**src/logic/efc_pkg.sv**
```systemverilog
// constants shared by the earth-fault configuration switch block
package efc_pkg;
    // ---------------------------------------------------------------
    // register byte offsets
    // ---------------------------------------------------------------
    localparam logic [5:0] EFC_OFF_ROUTE     = 6'h00;
    localparam logic [5:0] EFC_OFF_TRANS     = 6'h04;
    localparam logic [5:0] EFC_OFF_ROUTE_ALT = 6'h08;
    localparam logic [5:0] EFC_OFF_TRANS_ALT = 6'h0C;
    localparam logic [5:0] EFC_OFF_BLK1      = 6'h10;
    localparam logic [5:0] EFC_OFF_BLK2      = 6'h14;
    localparam logic [5:0] EFC_OFF_BLK3      = 6'h18;
    localparam logic [5:0] EFC_OFF_CTRL      = 6'h1C;
    localparam logic [5:0] EFC_OFF_STATUS    = 6'h20;
    // ---------------------------------------------------------------
    // reset values
    // ---------------------------------------------------------------
    localparam logic [7:0] EFC_ROUTE_RST = 8'h14;
    localparam logic [7:0] EFC_TRANS_RST = 8'h10;
    localparam logic [7:0] EFC_BLK_RST   = 8'h00;
    localparam logic [7:0] EFC_CTRL_RST  = 8'h00;
    // ---------------------------------------------------------------
    // stage routing field positions (bits 1:0 are the characteristic)
    // ---------------------------------------------------------------
    localparam int EFC_RT_LOW_START  = 2;
    localparam int EFC_RT_LOW_TRIP   = 3;
    localparam int EFC_RT_HIGH_START = 4;
    localparam int EFC_RT_HIGH_TRIP  = 5;
    localparam int EFC_RT_INT_START  = 6;
    localparam int EFC_RT_INT_TRIP   = 7;
    // ---------------------------------------------------------------
    // transient blocking field positions
    // ---------------------------------------------------------------
    localparam int EFC_TB_ANGLE_EN   = 0;
    localparam int EFC_TB_RATED_110  = 1;
    localparam int EFC_TB_START_INH  = 2;
    localparam int EFC_TB_LOW_OFF    = 3;
    localparam int EFC_TB_SPEEDUP    = 4;
    localparam int EFC_TB_INT_OFF    = 5;
    localparam int EFC_TB_STAGE_MAN  = 6;
    // ---------------------------------------------------------------
    // blocking switchgroup field positions
    // ---------------------------------------------------------------
    localparam int EFC_BG_LOW        = 0;
    localparam int EFC_BG_HIGH       = 1;
    localparam int EFC_BG_INT        = 2;
    localparam int EFC_BG_ANGLE      = 3;
    localparam int EFC_BG_BANK       = 4;
    localparam int EFC_BG_RST_LO     = 5;
    localparam int EFC_BG_RST_HI     = 7;
    // control register fields
    localparam int EFC_CT_MAN_W      = 3;
    localparam int EFC_CT_RESET      = 4;
    // ---------------------------------------------------------------
    // timing
    // ---------------------------------------------------------------
    localparam int unsigned EFC_CLK_MHZ       = 125;
    localparam int unsigned EFC_HOLD_HIGH_MS  = 400;
    localparam int unsigned EFC_HOLD_BOTH_MS  = 1000;
    localparam int unsigned EFC_HOLD_04_CYC   =
        EFC_HOLD_HIGH_MS * EFC_CLK_MHZ * 1000;
    localparam int unsigned EFC_HOLD_1S_CYC   =
        EFC_HOLD_BOTH_MS * EFC_CLK_MHZ * 1000;
    localparam int EFC_TMR_W = 27;
    // axi responses
    localparam logic [1:0] EFC_RESP_OKAY   = 2'h0;
    localparam logic [1:0] EFC_RESP_SLVERR = 2'h2;
endpackage

```
**src/logic/efc_config_switches.sv**
```systemverilog
// earth-fault configuration switches with axi4-lite register access
//
// The register offsets and register access over AXI4-Lite were left to the implementer.
`timescale 1ns/1ps
`default_nettype none
module efc_config_switches
    import efc_pkg::*;
#(
    parameter int unsigned HOLD_04_CYC = EFC_HOLD_04_CYC,
    parameter int unsigned HOLD_1S_CYC = EFC_HOLD_1S_CYC
)(
    input  wire logic        CLOCK,
    input  wire logic        RST_N,
    input  wire logic [5:0]  S_AXI_AWADDR,
    input  wire logic        S_AXI_AWVALID,
    output logic             S_AXI_AWREADY,
    input  wire logic [31:0] S_AXI_WDATA,
    input  wire logic [3:0]  S_AXI_WSTRB,
    input  wire logic        S_AXI_WVALID,
    output logic             S_AXI_WREADY,
    output logic [1:0]       S_AXI_BRESP,
    output logic             S_AXI_BVALID,
    input  wire logic        S_AXI_BREADY,
    input  wire logic [5:0]  S_AXI_ARADDR,
    input  wire logic        S_AXI_ARVALID,
    output logic             S_AXI_ARREADY,
    output logic [31:0]      S_AXI_RDATA,
    output logic [1:0]       S_AXI_RRESP,
    output logic             S_AXI_RVALID,
    input  wire logic        S_AXI_RREADY,
    input  wire logic        BLOCK_INPUT_ONE,
    input  wire logic        BLOCK_INPUT_TWO,
    input  wire logic        REMOTE_RESET_INPUT,
    input  wire logic        BASIC_ANGLE_CONTROL_INPUT,
    input  wire logic        LOW_START,
    input  wire logic        LOW_TRIP,
    input  wire logic        HIGH_START,
    input  wire logic        HIGH_TRIP,
    input  wire logic        INT_START,
    input  wire logic        INT_TRIP,
    input  wire logic        TRANSIENT_EVAL,
    output logic             RECLOSE_INITIATION_OUTPUT,
    output logic [1:0]       CHAR_MODE,
    output logic             RATED_110V,
    output logic             TRANSIENT_INHIBIT,
    output logic             INT_ENABLE,
    output logic             LOW_BLOCK,
    output logic             HIGH_BLOCK,
    output logic [2:0]       STAGE_OUT,
    output logic [2:0]       INDICATOR
);
    // ---------------------------------------------------------------
    // registers and state
    // ---------------------------------------------------------------
    logic [7:0]           route_reg, route_alt_reg;
    logic [7:0]           trans_reg, trans_alt_reg;
    logic [7:0]           blk_reg [3];
    logic [7:0]           ctrl_reg;
    logic [3:0]           pin_meta_reg, pin_sync_reg;
    logic                 aw_hold_reg, w_hold_reg;
    logic [5:0]           aw_addr_reg;
    logic [31:0]          w_data_reg;
    logic                 w_strb0_reg;
    logic                 sw_reset_reg;
    logic                 eval_d_reg;
    logic [EFC_TMR_W-1:0] t04_reg, t1_reg;
    logic [2:0]           hold_reg, ind_reg;
    logic [2:0]           sig;
    logic [2:0]           trip_vec;
    logic [5:0]           stage_vec;
    logic [7:0]           route_eff;
    logic [2:0]           bg_low, bg_high, bg_int, bg_ang, bg_bank, bg_rst;
    logic                 ba_act, alt_bank, rst_req, eval_rise, do_write;
    logic                 t04_act, t1_act, cur_start;

    // ---------------------------------------------------------------
    // pin synchronisers
    // ---------------------------------------------------------------
    // two flops on every external control pin
    always_ff @(posedge CLOCK or negedge RST_N) begin
        if (!RST_N) begin
            pin_meta_reg <= 4'h0;
            pin_sync_reg <= 4'h0;
        end else begin
            pin_meta_reg <= {BASIC_ANGLE_CONTROL_INPUT, REMOTE_RESET_INPUT,
                             BLOCK_INPUT_TWO, BLOCK_INPUT_ONE};
            pin_sync_reg <= pin_meta_reg;
        end
    end
    assign sig = pin_sync_reg[2:0];

    // ---------------------------------------------------------------
    // blocking switchgroup matrix
    // ---------------------------------------------------------------
    // each group ties one control signal to its targets
    for (genvar g = 0; g < 3; g++) begin : g_blk
        assign bg_low[g]  = sig[g] & blk_reg[g][EFC_BG_LOW];
        assign bg_high[g] = sig[g] & blk_reg[g][EFC_BG_HIGH];
        assign bg_int[g]  = sig[g] & blk_reg[g][EFC_BG_INT];
        assign bg_ang[g]  = sig[g] & blk_reg[g][EFC_BG_ANGLE];
        assign bg_bank[g] = sig[g] & blk_reg[g][EFC_BG_BANK];
        assign bg_rst[g]  = sig[g] &
                            (|blk_reg[g][EFC_BG_RST_HI:EFC_BG_RST_LO]);
    end

    // bank choice only swaps routing; blocking group stays main
    assign alt_bank  = |bg_bank;
    assign route_eff = alt_bank ? route_alt_reg : route_reg;
    assign ba_act    = trans_reg[EFC_TB_ANGLE_EN] &
                       (pin_sync_reg[3] | (|bg_ang));
    assign rst_req   = sw_reset_reg | (|bg_rst);
    assign stage_vec = {INT_TRIP, INT_START, HIGH_TRIP, HIGH_START,
                        LOW_TRIP, LOW_START};
    assign trip_vec  = {INT_TRIP, HIGH_TRIP, LOW_TRIP};
    assign eval_rise = TRANSIENT_EVAL & ~eval_d_reg;
    assign t04_act   = t04_reg != '0;
    assign t1_act    = t1_reg != '0;
    assign cur_start = LOW_START | HIGH_START;

    // ---------------------------------------------------------------
    // axi4-lite slave
    // ---------------------------------------------------------------
    assign S_AXI_AWREADY = ~aw_hold_reg & ~S_AXI_BVALID;
    assign S_AXI_WREADY  = ~w_hold_reg & ~S_AXI_BVALID;
    assign S_AXI_ARREADY = ~S_AXI_RVALID;
    assign do_write      = aw_hold_reg & w_hold_reg & ~S_AXI_BVALID;

    // address and data are caught in either order
    always_ff @(posedge CLOCK or negedge RST_N) begin
        if (!RST_N) begin
            aw_hold_reg <= 1'b0;
            w_hold_reg  <= 1'b0;
            aw_addr_reg <= 6'h00;
            w_data_reg  <= 32'h0000_0000;
            w_strb0_reg <= 1'b0;
        end else begin
            if (S_AXI_AWVALID && S_AXI_AWREADY) begin
                aw_hold_reg <= 1'b1;
                aw_addr_reg <= S_AXI_AWADDR;
            end else if (do_write) begin
                aw_hold_reg <= 1'b0;
            end
            if (S_AXI_WVALID && S_AXI_WREADY) begin
                w_hold_reg  <= 1'b1;
                w_data_reg  <= S_AXI_WDATA;
                w_strb0_reg <= S_AXI_WSTRB[0];
            end else if (do_write) begin
                w_hold_reg <= 1'b0;
            end
        end
    end

    // write response
    always_ff @(posedge CLOCK or negedge RST_N) begin
        if (!RST_N) begin
            S_AXI_BVALID <= 1'b0;
            S_AXI_BRESP  <= EFC_RESP_OKAY;
        end else if (do_write) begin
            S_AXI_BVALID <= 1'b1;
            S_AXI_BRESP  <= (aw_addr_reg <= EFC_OFF_CTRL &&
                             aw_addr_reg[1:0] == 2'h0) ?
                            EFC_RESP_OKAY : EFC_RESP_SLVERR;
        end else if (S_AXI_BREADY) begin
            S_AXI_BVALID <= 1'b0;
        end
    end

    // configuration registers; readback returns the stored register values
    always_ff @(posedge CLOCK or negedge RST_N) begin
        if (!RST_N) begin
            route_reg     <= EFC_ROUTE_RST;
            route_alt_reg <= EFC_ROUTE_RST;
            trans_reg     <= EFC_TRANS_RST;
            trans_alt_reg <= EFC_TRANS_RST;
            blk_reg[0]    <= EFC_BLK_RST;
            blk_reg[1]    <= EFC_BLK_RST;
            blk_reg[2]    <= EFC_BLK_RST;
            ctrl_reg      <= EFC_CTRL_RST;
        end else if (do_write && w_strb0_reg) begin
            unique case (aw_addr_reg)
                EFC_OFF_ROUTE:     route_reg     <= w_data_reg[7:0];
                EFC_OFF_TRANS:     trans_reg     <= w_data_reg[7:0];
                EFC_OFF_ROUTE_ALT: route_alt_reg <= w_data_reg[7:0];
                EFC_OFF_TRANS_ALT: trans_alt_reg <= w_data_reg[7:0];
                EFC_OFF_BLK1:      blk_reg[0]    <= w_data_reg[7:0];
                EFC_OFF_BLK2:      blk_reg[1]    <= w_data_reg[7:0];
                EFC_OFF_BLK3:      blk_reg[2]    <= w_data_reg[7:0];
                EFC_OFF_CTRL:      ctrl_reg      <= {5'h00,
                                       w_data_reg[EFC_CT_MAN_W-1:0]};
                default:           ctrl_reg      <= ctrl_reg;
            endcase
        end
    end

    // write-one reset strobe, one cycle
    always_ff @(posedge CLOCK or negedge RST_N) begin
        if (!RST_N) begin
            sw_reset_reg <= 1'b0;
        end else begin
            sw_reset_reg <= do_write && w_strb0_reg &&
                            aw_addr_reg == EFC_OFF_CTRL &&
                            w_data_reg[EFC_CT_RESET];
        end
    end

    // read channel
    always_ff @(posedge CLOCK or negedge RST_N) begin
        if (!RST_N) begin
            S_AXI_RVALID <= 1'b0;
            S_AXI_RDATA  <= 32'h0000_0000;
            S_AXI_RRESP  <= EFC_RESP_OKAY;
        end else if (S_AXI_ARVALID && S_AXI_ARREADY) begin
            S_AXI_RVALID <= 1'b1;
            S_AXI_RRESP  <= EFC_RESP_OKAY;
            unique case (S_AXI_ARADDR)
                EFC_OFF_ROUTE:     S_AXI_RDATA <= {24'h0, route_reg};
                EFC_OFF_TRANS:     S_AXI_RDATA <= {24'h0, trans_reg};
                EFC_OFF_ROUTE_ALT: S_AXI_RDATA <= {24'h0, route_alt_reg};
                EFC_OFF_TRANS_ALT: S_AXI_RDATA <= {24'h0, trans_alt_reg};
                EFC_OFF_BLK1:      S_AXI_RDATA <= {24'h0, blk_reg[0]};
                EFC_OFF_BLK2:      S_AXI_RDATA <= {24'h0, blk_reg[1]};
                EFC_OFF_BLK3:      S_AXI_RDATA <= {24'h0, blk_reg[2]};
                EFC_OFF_CTRL:      S_AXI_RDATA <= {24'h0, ctrl_reg};
                EFC_OFF_STATUS:    S_AXI_RDATA <= {24'h0, ind_reg,
                                       alt_bank, ba_act, t1_act, t04_act,
                                       RECLOSE_INITIATION_OUTPUT};
                default: begin
                    S_AXI_RDATA <= 32'h0000_0000;
                    S_AXI_RRESP <= EFC_RESP_SLVERR;
                end
            endcase
        end else if (S_AXI_RREADY) begin
            S_AXI_RVALID <= 1'b0;
        end
    end

    // ---------------------------------------------------------------
    // evaluation hold timers
    // ---------------------------------------------------------------
    // loaded only at evaluation start; later edits never touch them
    always_ff @(posedge CLOCK or negedge RST_N) begin
        if (!RST_N) begin
            eval_d_reg <= 1'b0;
            t04_reg    <= '0;
            t1_reg     <= '0;
        end else begin
            eval_d_reg <= TRANSIENT_EVAL;
            if (eval_rise && trans_reg[EFC_TB_LOW_OFF])
                t04_reg <= EFC_TMR_W'(HOLD_04_CYC);
            else if (t04_act)
                t04_reg <= t04_reg - 1'b1;
            if (eval_rise && trans_reg[EFC_TB_SPEEDUP])
                t1_reg <= EFC_TMR_W'(HOLD_1S_CYC);
            else if (t1_act)
                t1_reg <= t1_reg - 1'b1;
        end
    end

    // ---------------------------------------------------------------
    // stage control outputs
    // ---------------------------------------------------------------
    // registered so a change acts on the next clock cycle
    always_ff @(posedge CLOCK or negedge RST_N) begin
        if (!RST_N) begin
            RECLOSE_INITIATION_OUTPUT <= 1'b0;
            CHAR_MODE                 <= 2'h0;
            RATED_110V                <= 1'b0;
            TRANSIENT_INHIBIT         <= 1'b0;
            INT_ENABLE                <= 1'b0;
            LOW_BLOCK                 <= 1'b0;
            HIGH_BLOCK                <= 1'b0;
        end else begin
            RECLOSE_INITIATION_OUTPUT <=
                |(route_eff[EFC_RT_INT_TRIP:EFC_RT_LOW_START] & stage_vec);
            // control swaps 0/-90 and cos/sin
            CHAR_MODE <= {route_eff[1], route_eff[0] ^ ba_act};
            RATED_110V <= trans_reg[EFC_TB_RATED_110];
            TRANSIENT_INHIBIT <=
                trans_reg[EFC_TB_START_INH] & cur_start;
            INT_ENABLE <= ~trans_reg[EFC_TB_INT_OFF] & ~(|bg_int) &
                          ~(trans_reg[EFC_TB_START_INH] & cur_start);
            LOW_BLOCK  <= trans_reg[EFC_TB_LOW_OFF] | t1_act | (|bg_low);
            HIGH_BLOCK <= t04_act | t1_act | (|bg_high);
        end
    end

    // ---------------------------------------------------------------
    // manual reset policy
    // ---------------------------------------------------------------
    // a trip in the reset cycle wins over the clear
    always_ff @(posedge CLOCK or negedge RST_N) begin
        if (!RST_N) begin
            hold_reg  <= 3'h0;
            ind_reg   <= 3'h0;
            STAGE_OUT <= 3'h0;
            INDICATOR <= 3'h0;
        end else begin
            for (int i = 0; i < 3; i++) begin
                if (ctrl_reg[i] && trip_vec[i])
                    ind_reg[i] <= 1'b1;
                else if (!ctrl_reg[i] || rst_req)
                    ind_reg[i] <= trip_vec[i];
                if (ctrl_reg[i] && trans_reg[EFC_TB_STAGE_MAN] && trip_vec[i])
                    hold_reg[i] <= 1'b1;
                else if (rst_req || !ctrl_reg[i])
                    hold_reg[i] <= 1'b0;
            end
            STAGE_OUT <= trip_vec | hold_reg;
            INDICATOR <= ind_reg;
        end
    end
endmodule
`default_nettype wire

```
**config.mk**
```make
export PLATFORM = sky130hd
export DESIGN_NAME = efc_config_switches
export DESIGN_NICKNAME = d
export VERILOG_FILES = /design/src/logic/efc_pkg.sv /design/src/logic/efc_config_switches.sv
export SDC_FILE = /design/constraint.sdc
export NUM_CORES = 1
export LEC_CHECK = 0
export BUFFER_PORTS_ARGS = -buffer_cell sky130_fd_sc_hd__buf_2
export CAP_MARGIN = 20
export CELL_PAD_IN_SITES_DETAIL_PLACEMENT = 0
export CELL_PAD_IN_SITES_GLOBAL_PLACEMENT = 1
export CORE_AREA = 5 5 148 150
export CTS_CLUSTER_SIZE = 30
export DETAILED_ROUTE_END_ITERATION = 12
export DIE_AREA = 0 0 153 155
export PLACE_DENSITY_LB_ADDON = 0.08
export SLEW_MARGIN = 25
export SYNTH_ARGS = -nofsm -noshare
export SYNTH_HDL_FRONTEND = slang
export SYNTH_SLANG_ARGS = --single-unit
```
**constraint.sdc**
```tcl
create_clock -name CLOCK -period 2.4 [get_ports CLOCK]
set_clock_uncertainty 0.1 [all_clocks]
set_input_delay 0.48 -clock CLOCK [delete_from_list [all_inputs] [get_ports CLOCK]]
set_output_delay 0.48 -clock CLOCK [all_outputs]
set_load 0.05 [all_outputs]
```
# ---- Word-level counts from Yosys, hierarchy flattened
# Index checks and enable logic that the tools add are counted.
dict set report word_totals {
  regBits 198
  in_bits 66
}
dict set report classes {
  add_sub_neg 2
  magnitude_cmp 1
  eq_ne 15
  muxes 27
  bitwise 45
  n_reduce_logical 60
}
# op n
set ops {}
lappend ops {{$mux W27} 4}
lappend ops {{$pmux W8 S9} 1}
lappend ops {{$reduce_bool A27 Y1} 2}
lappend ops {{$sub A27 B1 Y27 const B} 2}
lappend ops {{$eq A6 B5 Y1 const B} 8}
lappend ops {{$and A1 B1 Y1} 27}
lappend ops {{$reduce_or A3 Y1} 9}
lappend ops {{$eq A6 B4 Y1 const B} 4}
lappend ops {{$reduce_bool A2 Y1} 12}
lappend ops {{$mux W1} 19}
lappend ops {{$logic_and A1 B1 Y1} 18}
lappend ops {{$reduce_and A2 Y1} 8}
lappend ops {{$eq A6 B3 Y1 const B} 2}
lappend ops {{$logic_not A6 Y1} 2}
lappend ops {{$reduce_or A9 Y1} 1}
lappend ops {{$mux W8} 1}
lappend ops {{$not A1 Y1} 8}
lappend ops {{$or A1 B1 Y1} 7}
lappend ops {{$and A6 B6 Y6} 1}
lappend ops {{$eq A6 B6 Y1 const B} 1}
lappend ops {{$le A6 B5 Y1 const B} 1}
lappend ops {{$reduce_or A6 Y1} 1}
lappend ops {{$mux W2} 2}
lappend ops {{$logic_not A1 Y1} 3}
lappend ops {{other kinds (4)} 6}

# ---- Logic depth before layout (Yosys ltp)
dict set report logic_depth {
  depth_word 7
  ltp_mapped 9
  depth_no_buf 7
}

# ---- Worst setup path before layout
# Ideal clock, no wire load.
dict set report synth_timing {
  path_kind {register to register}
  startpoint {register t04_reg[21]}
  endpoint {register t04_reg[21]}
  setup_ns 0.132
  arrival_ns 2.357
  required_time_ns 2.168
  slack_ns -0.188
  stages_incl_launch_ff 9
  n_path_buf 3
  path_cell_list {dfrtp_1 or4_1 buf_2 or4_4 buf_6 o2111ai_4 buf_6 nor3_1 or3b_1}
}
dict set report synth_via {
  elab_chain_len 3
}
# element line
set synth_lines {}
lappend synth_lines {{start: declaration} efc_config_switches.sv:66} ;# logic [EFC_TMR_W-1:0] t04_reg, t1_reg;
lappend synth_lines {{start signal: assignment} efc_config_switches.sv:249} ;# t04_reg <= EFC_TMR_W'(HOLD_04_CYC);
lappend synth_lines {{start signal: assignment} efc_config_switches.sv:251} ;# t04_reg <= t04_reg - 1'b1;
lappend synth_lines {{$sub A27 B1 Y27} efc_config_switches.sv:251}
lappend synth_lines {{$mux W27} efc_config_switches.sv:250} ;# else if (t04_act)
lappend synth_lines {{$mux W27} efc_config_switches.sv:248} ;# if (eval_rise && trans_reg[EFC_TB_LOW_OFF])
# Parallel ways exist; a longest one is shown, timed or not. The select of a mux whose other input is x is not followed.
# A chain may end at the register's enable or synchronous reset.

# ---- Worst setup path after layout
dict set report layout_timing {
  startpoint {register t04_reg[19]}
  endpoint {register t04_reg[21]}
}
# Same word-level chain as after synthesis.

==> summary.txt <==
Setup path
  • Slowest CP cell: or4_4
  • Most common cell on crit path: or4_4
  • CP cell instances: or4_4 -> or4_4 -> o2111ai_4 -> nor3_1 -> or3b_1
  • Worst path bufs/invs: 0
  • Crit Path Max Fanout: 4
  • Critical path's top delay family: simple AND/OR/NAND/NOR gates
  • Critical path launch point type: flip-flop
  • CP arrival: 2610 ps
  • WS Path Type: reg2reg
  • Worst path max stage delay: 560 ps
  • Critical Path End Type: flip-flop
  • Critical Path RT: 2600 ps

Route
  • Antenna Nets Post-Route: 0
  • Vias: 6,008
  • Wirelength, routed: 20,860 um
  • Remaining DRCs: 0
  • Initial drt markers: 312
  • Avg Vias per Cell: 5.345
  • DR pass1 iterations: 5
  • WL per Instance: 18.56 um

STA
  • Fin Hold WS: 40.49 ps
  • Final hold viol count: 0
  • Max Clk Rate: 415.2 MHz
  • Least-Margin Pin Slew: 635.4 ps
  • Final Critical Period: 2408 ps
  • Final worst slack: -8.357 ps
  • Max Transition Viols Final: 0
  • Final setup viols: 1
  • Total negative slack: -8.357 ps
  • Tcrit/Tclk final: 100.3%
  • Unrepaired setup endpoints after global routing: true
  • Rel. slew slack: 56.55%

Run
  • Max-cap violation count: 0

Cells and area
  • Diode insertion count for antenna repair: 0
  • Most frequent cells in the layout: dfrtp_1 (166), mux2_2 (80), buf_2 (67)
  • Fill cells: 1,933
  • Area Growth Syn to Fin: 19.55%
  • Commonest non-fill, non-tap cell in the layout: dfrtp_1
  • Layout cells sized above 1: 31.80%
  • # nets final: 904
  • Final instance area: 9749 sq um

Floorplanning
  • DIE AREA: 23,720 sq um
  • Die width: 153 um
  • Core area: 20,560 sq um
  • Initial Util: 39.67%
  • Rows: 53
  • Num ports: 121
  • Die Ht: 155 um

Power
  • Lkg Pwr: 4.176 nW
  • Cell Pwr Density: 1041 nW/um^2
  • Pwr Total: 10.15 mW
  • Maximum VDD drop: 0.4774 mV

CTS
  • Total CTS buffers: 17
  • TritonCTS clock tree: built
  • Clk Tree Root Cell: clkbuf_16
  • H-tree depth: 4
  • Max Root-Sink Buffers: 2
  • CTS sink cnt: 172
  • Clk_lat worst skew: 440 ps
  • Clk slew on worst S/H paths: 80 ps

Status
  • Outcome: complete, but fails checks
  • Failing checks: negative setup slack

Synthesis
  • Ys Warns: 0
  • Avg Cell Area, Syn: 11.28 sq um
  • Async S/R FF share, synth: 100.0%
  • Synth unique cells: 63
  • Synthesis-stage register bit count: 172
  • Cell Area, Synth: 8155 sq um
  • Post-synth EDFFs: 0
  • Sequential area share after synthesis: 52.87%
  • Post-synth top flop: dfrtp_1
  • Synthesized netlist cell count: 723

Global route
  • Initial antenna violation count: 0
  • Vias in the first global route: 6,250
  • First-pass GRT wire length: 33,910 um
  • Total gr overflow: 0
  • Total GRT Usage: 17.99%
  • Pin count of the biggest net entering global routing: 57

Place
  • GPL Wtd Cong: 0.8452
  • Placed instance area: 9035 sq um
  • Buffers on Ports: 67
  • Final HPWL DP: 15,150 um

Worst hold path
  • Hold crit path type: in2reg
==> area by class of cell <==
cell class / count / area, sq um / share of cell area, %
flip-flops and latches: 172 / 4312 / 44.22
clock inverters: 15 / 222.7 / 2.284
inverters: 11 / 41.29 / 0.4235
clock buffers: 17 / 425.4 / 4.363
well taps: 275 / 344.1 / 3.529
repair buffers: 129 / 823.3 / 8.445
multi-input cells: 505 / 3581 / 36.73
==> repair_timing <==
action                                  CTS  global route
cloned                                    0             1
gates resized for setup                   0            10
hold buffers                              1             0
endpoints found under the setup margin    2            25
hold endpoints to repair                 33             0
buffers inserted                          0             3
pin swaps                                 0             7
==> worst paths after layout <==
path | from | to | slack [ps] | cells past startpoint
setup / recovery | t04_reg[19] | t04_reg[21] | -8 | 5
hold / removal | BLOCK_INPUT_ONE | pin_meta_reg[0] | 40 | 1
setup reg to reg | t04_reg[19] | t04_reg[21] | -8 | 5
hold reg to reg | pin_meta_reg[3] | pin_sync_reg[3] | 250 | 0
max in group asynchronous | RST_N | t1_reg[2] | 1100 | 3
min in group asynchronous | RST_N | t04_reg[10] | 440 | 2
==> Yosys cell counts (7+ instances only) <==
cell      instances  area share [%]
nand3_1          21             1.3
o31ai_1          10            0.92
mux2_2           80              11
mux2i_1          14             1.7
xor2_1            8            0.86
nor3_1           19             1.2
buf_4            27             2.5
a22oi_1          15             1.4
xnor2_1          10             1.1
dfrtp_1         166              51
nor2b_1           8            0.61
nand2b_1          9            0.69
clkbuf_1         30             1.4
or4_1            16             1.5
o21ai_0          32             2.0
inv_1            11            0.51
nor2_1           45             2.1
nor4_1           17             1.3
a21oi_1          15            0.92
and2_1            8            0.61
or3_1            19             1.5
nand2_1          38             1.7
a31oi_1           7            0.54
o211ai_1          7            0.64
==> stage by stage <==
stage / util [%] / setup slack, ps / cells
detailed placement: 43.95 / 1.155 / 1087
global route: 47.43 / -88.66 / 1124
global placement: 43.95 / 19.88 / 1087
CTS: 47.15 / -4.141 / 1120
floorplan: - / -178.5 / 748
finish: 47.43 / -8.357 / 1124
==> routing by layer <==
metal / up-vias / routed length [um] / GRT usage [%]
met5: - / 0 / 0
met4: 0 / 422 / 6.279
met3: 23 / 729 / 2.949
met2: 119 / 10250 / 29.80
met1: 3023 / 9458 / 24.15
li1: 2843 / - / -
==> power by group <==
group          total (mW)  internal [mW]  switching (mW)  leakage, nW
Sequential           4.52           3.70           0.817         2.08
Combinational        2.63           1.20            1.43         1.78
Clock                3.00           1.70            1.30        0.316
==> kinds of logic (layout without fill, tap and decap cells) <==
kind of cell	count (synthesis)	count (layout)	share of synthesized area (%)
adders and majority gates	2	2	0.3068
muxes	97	97	13.59
DFF	172	172	52.87
buffers and inverters	71	172	4.710
other	1	26	0.04598
AOI/OAI and AO/OA	132	132	11.35
xor gates and xnor gates	18	18	1.933
and+or+nand+nor	230	230	15.19
Power figures use the tool's default switching activity.
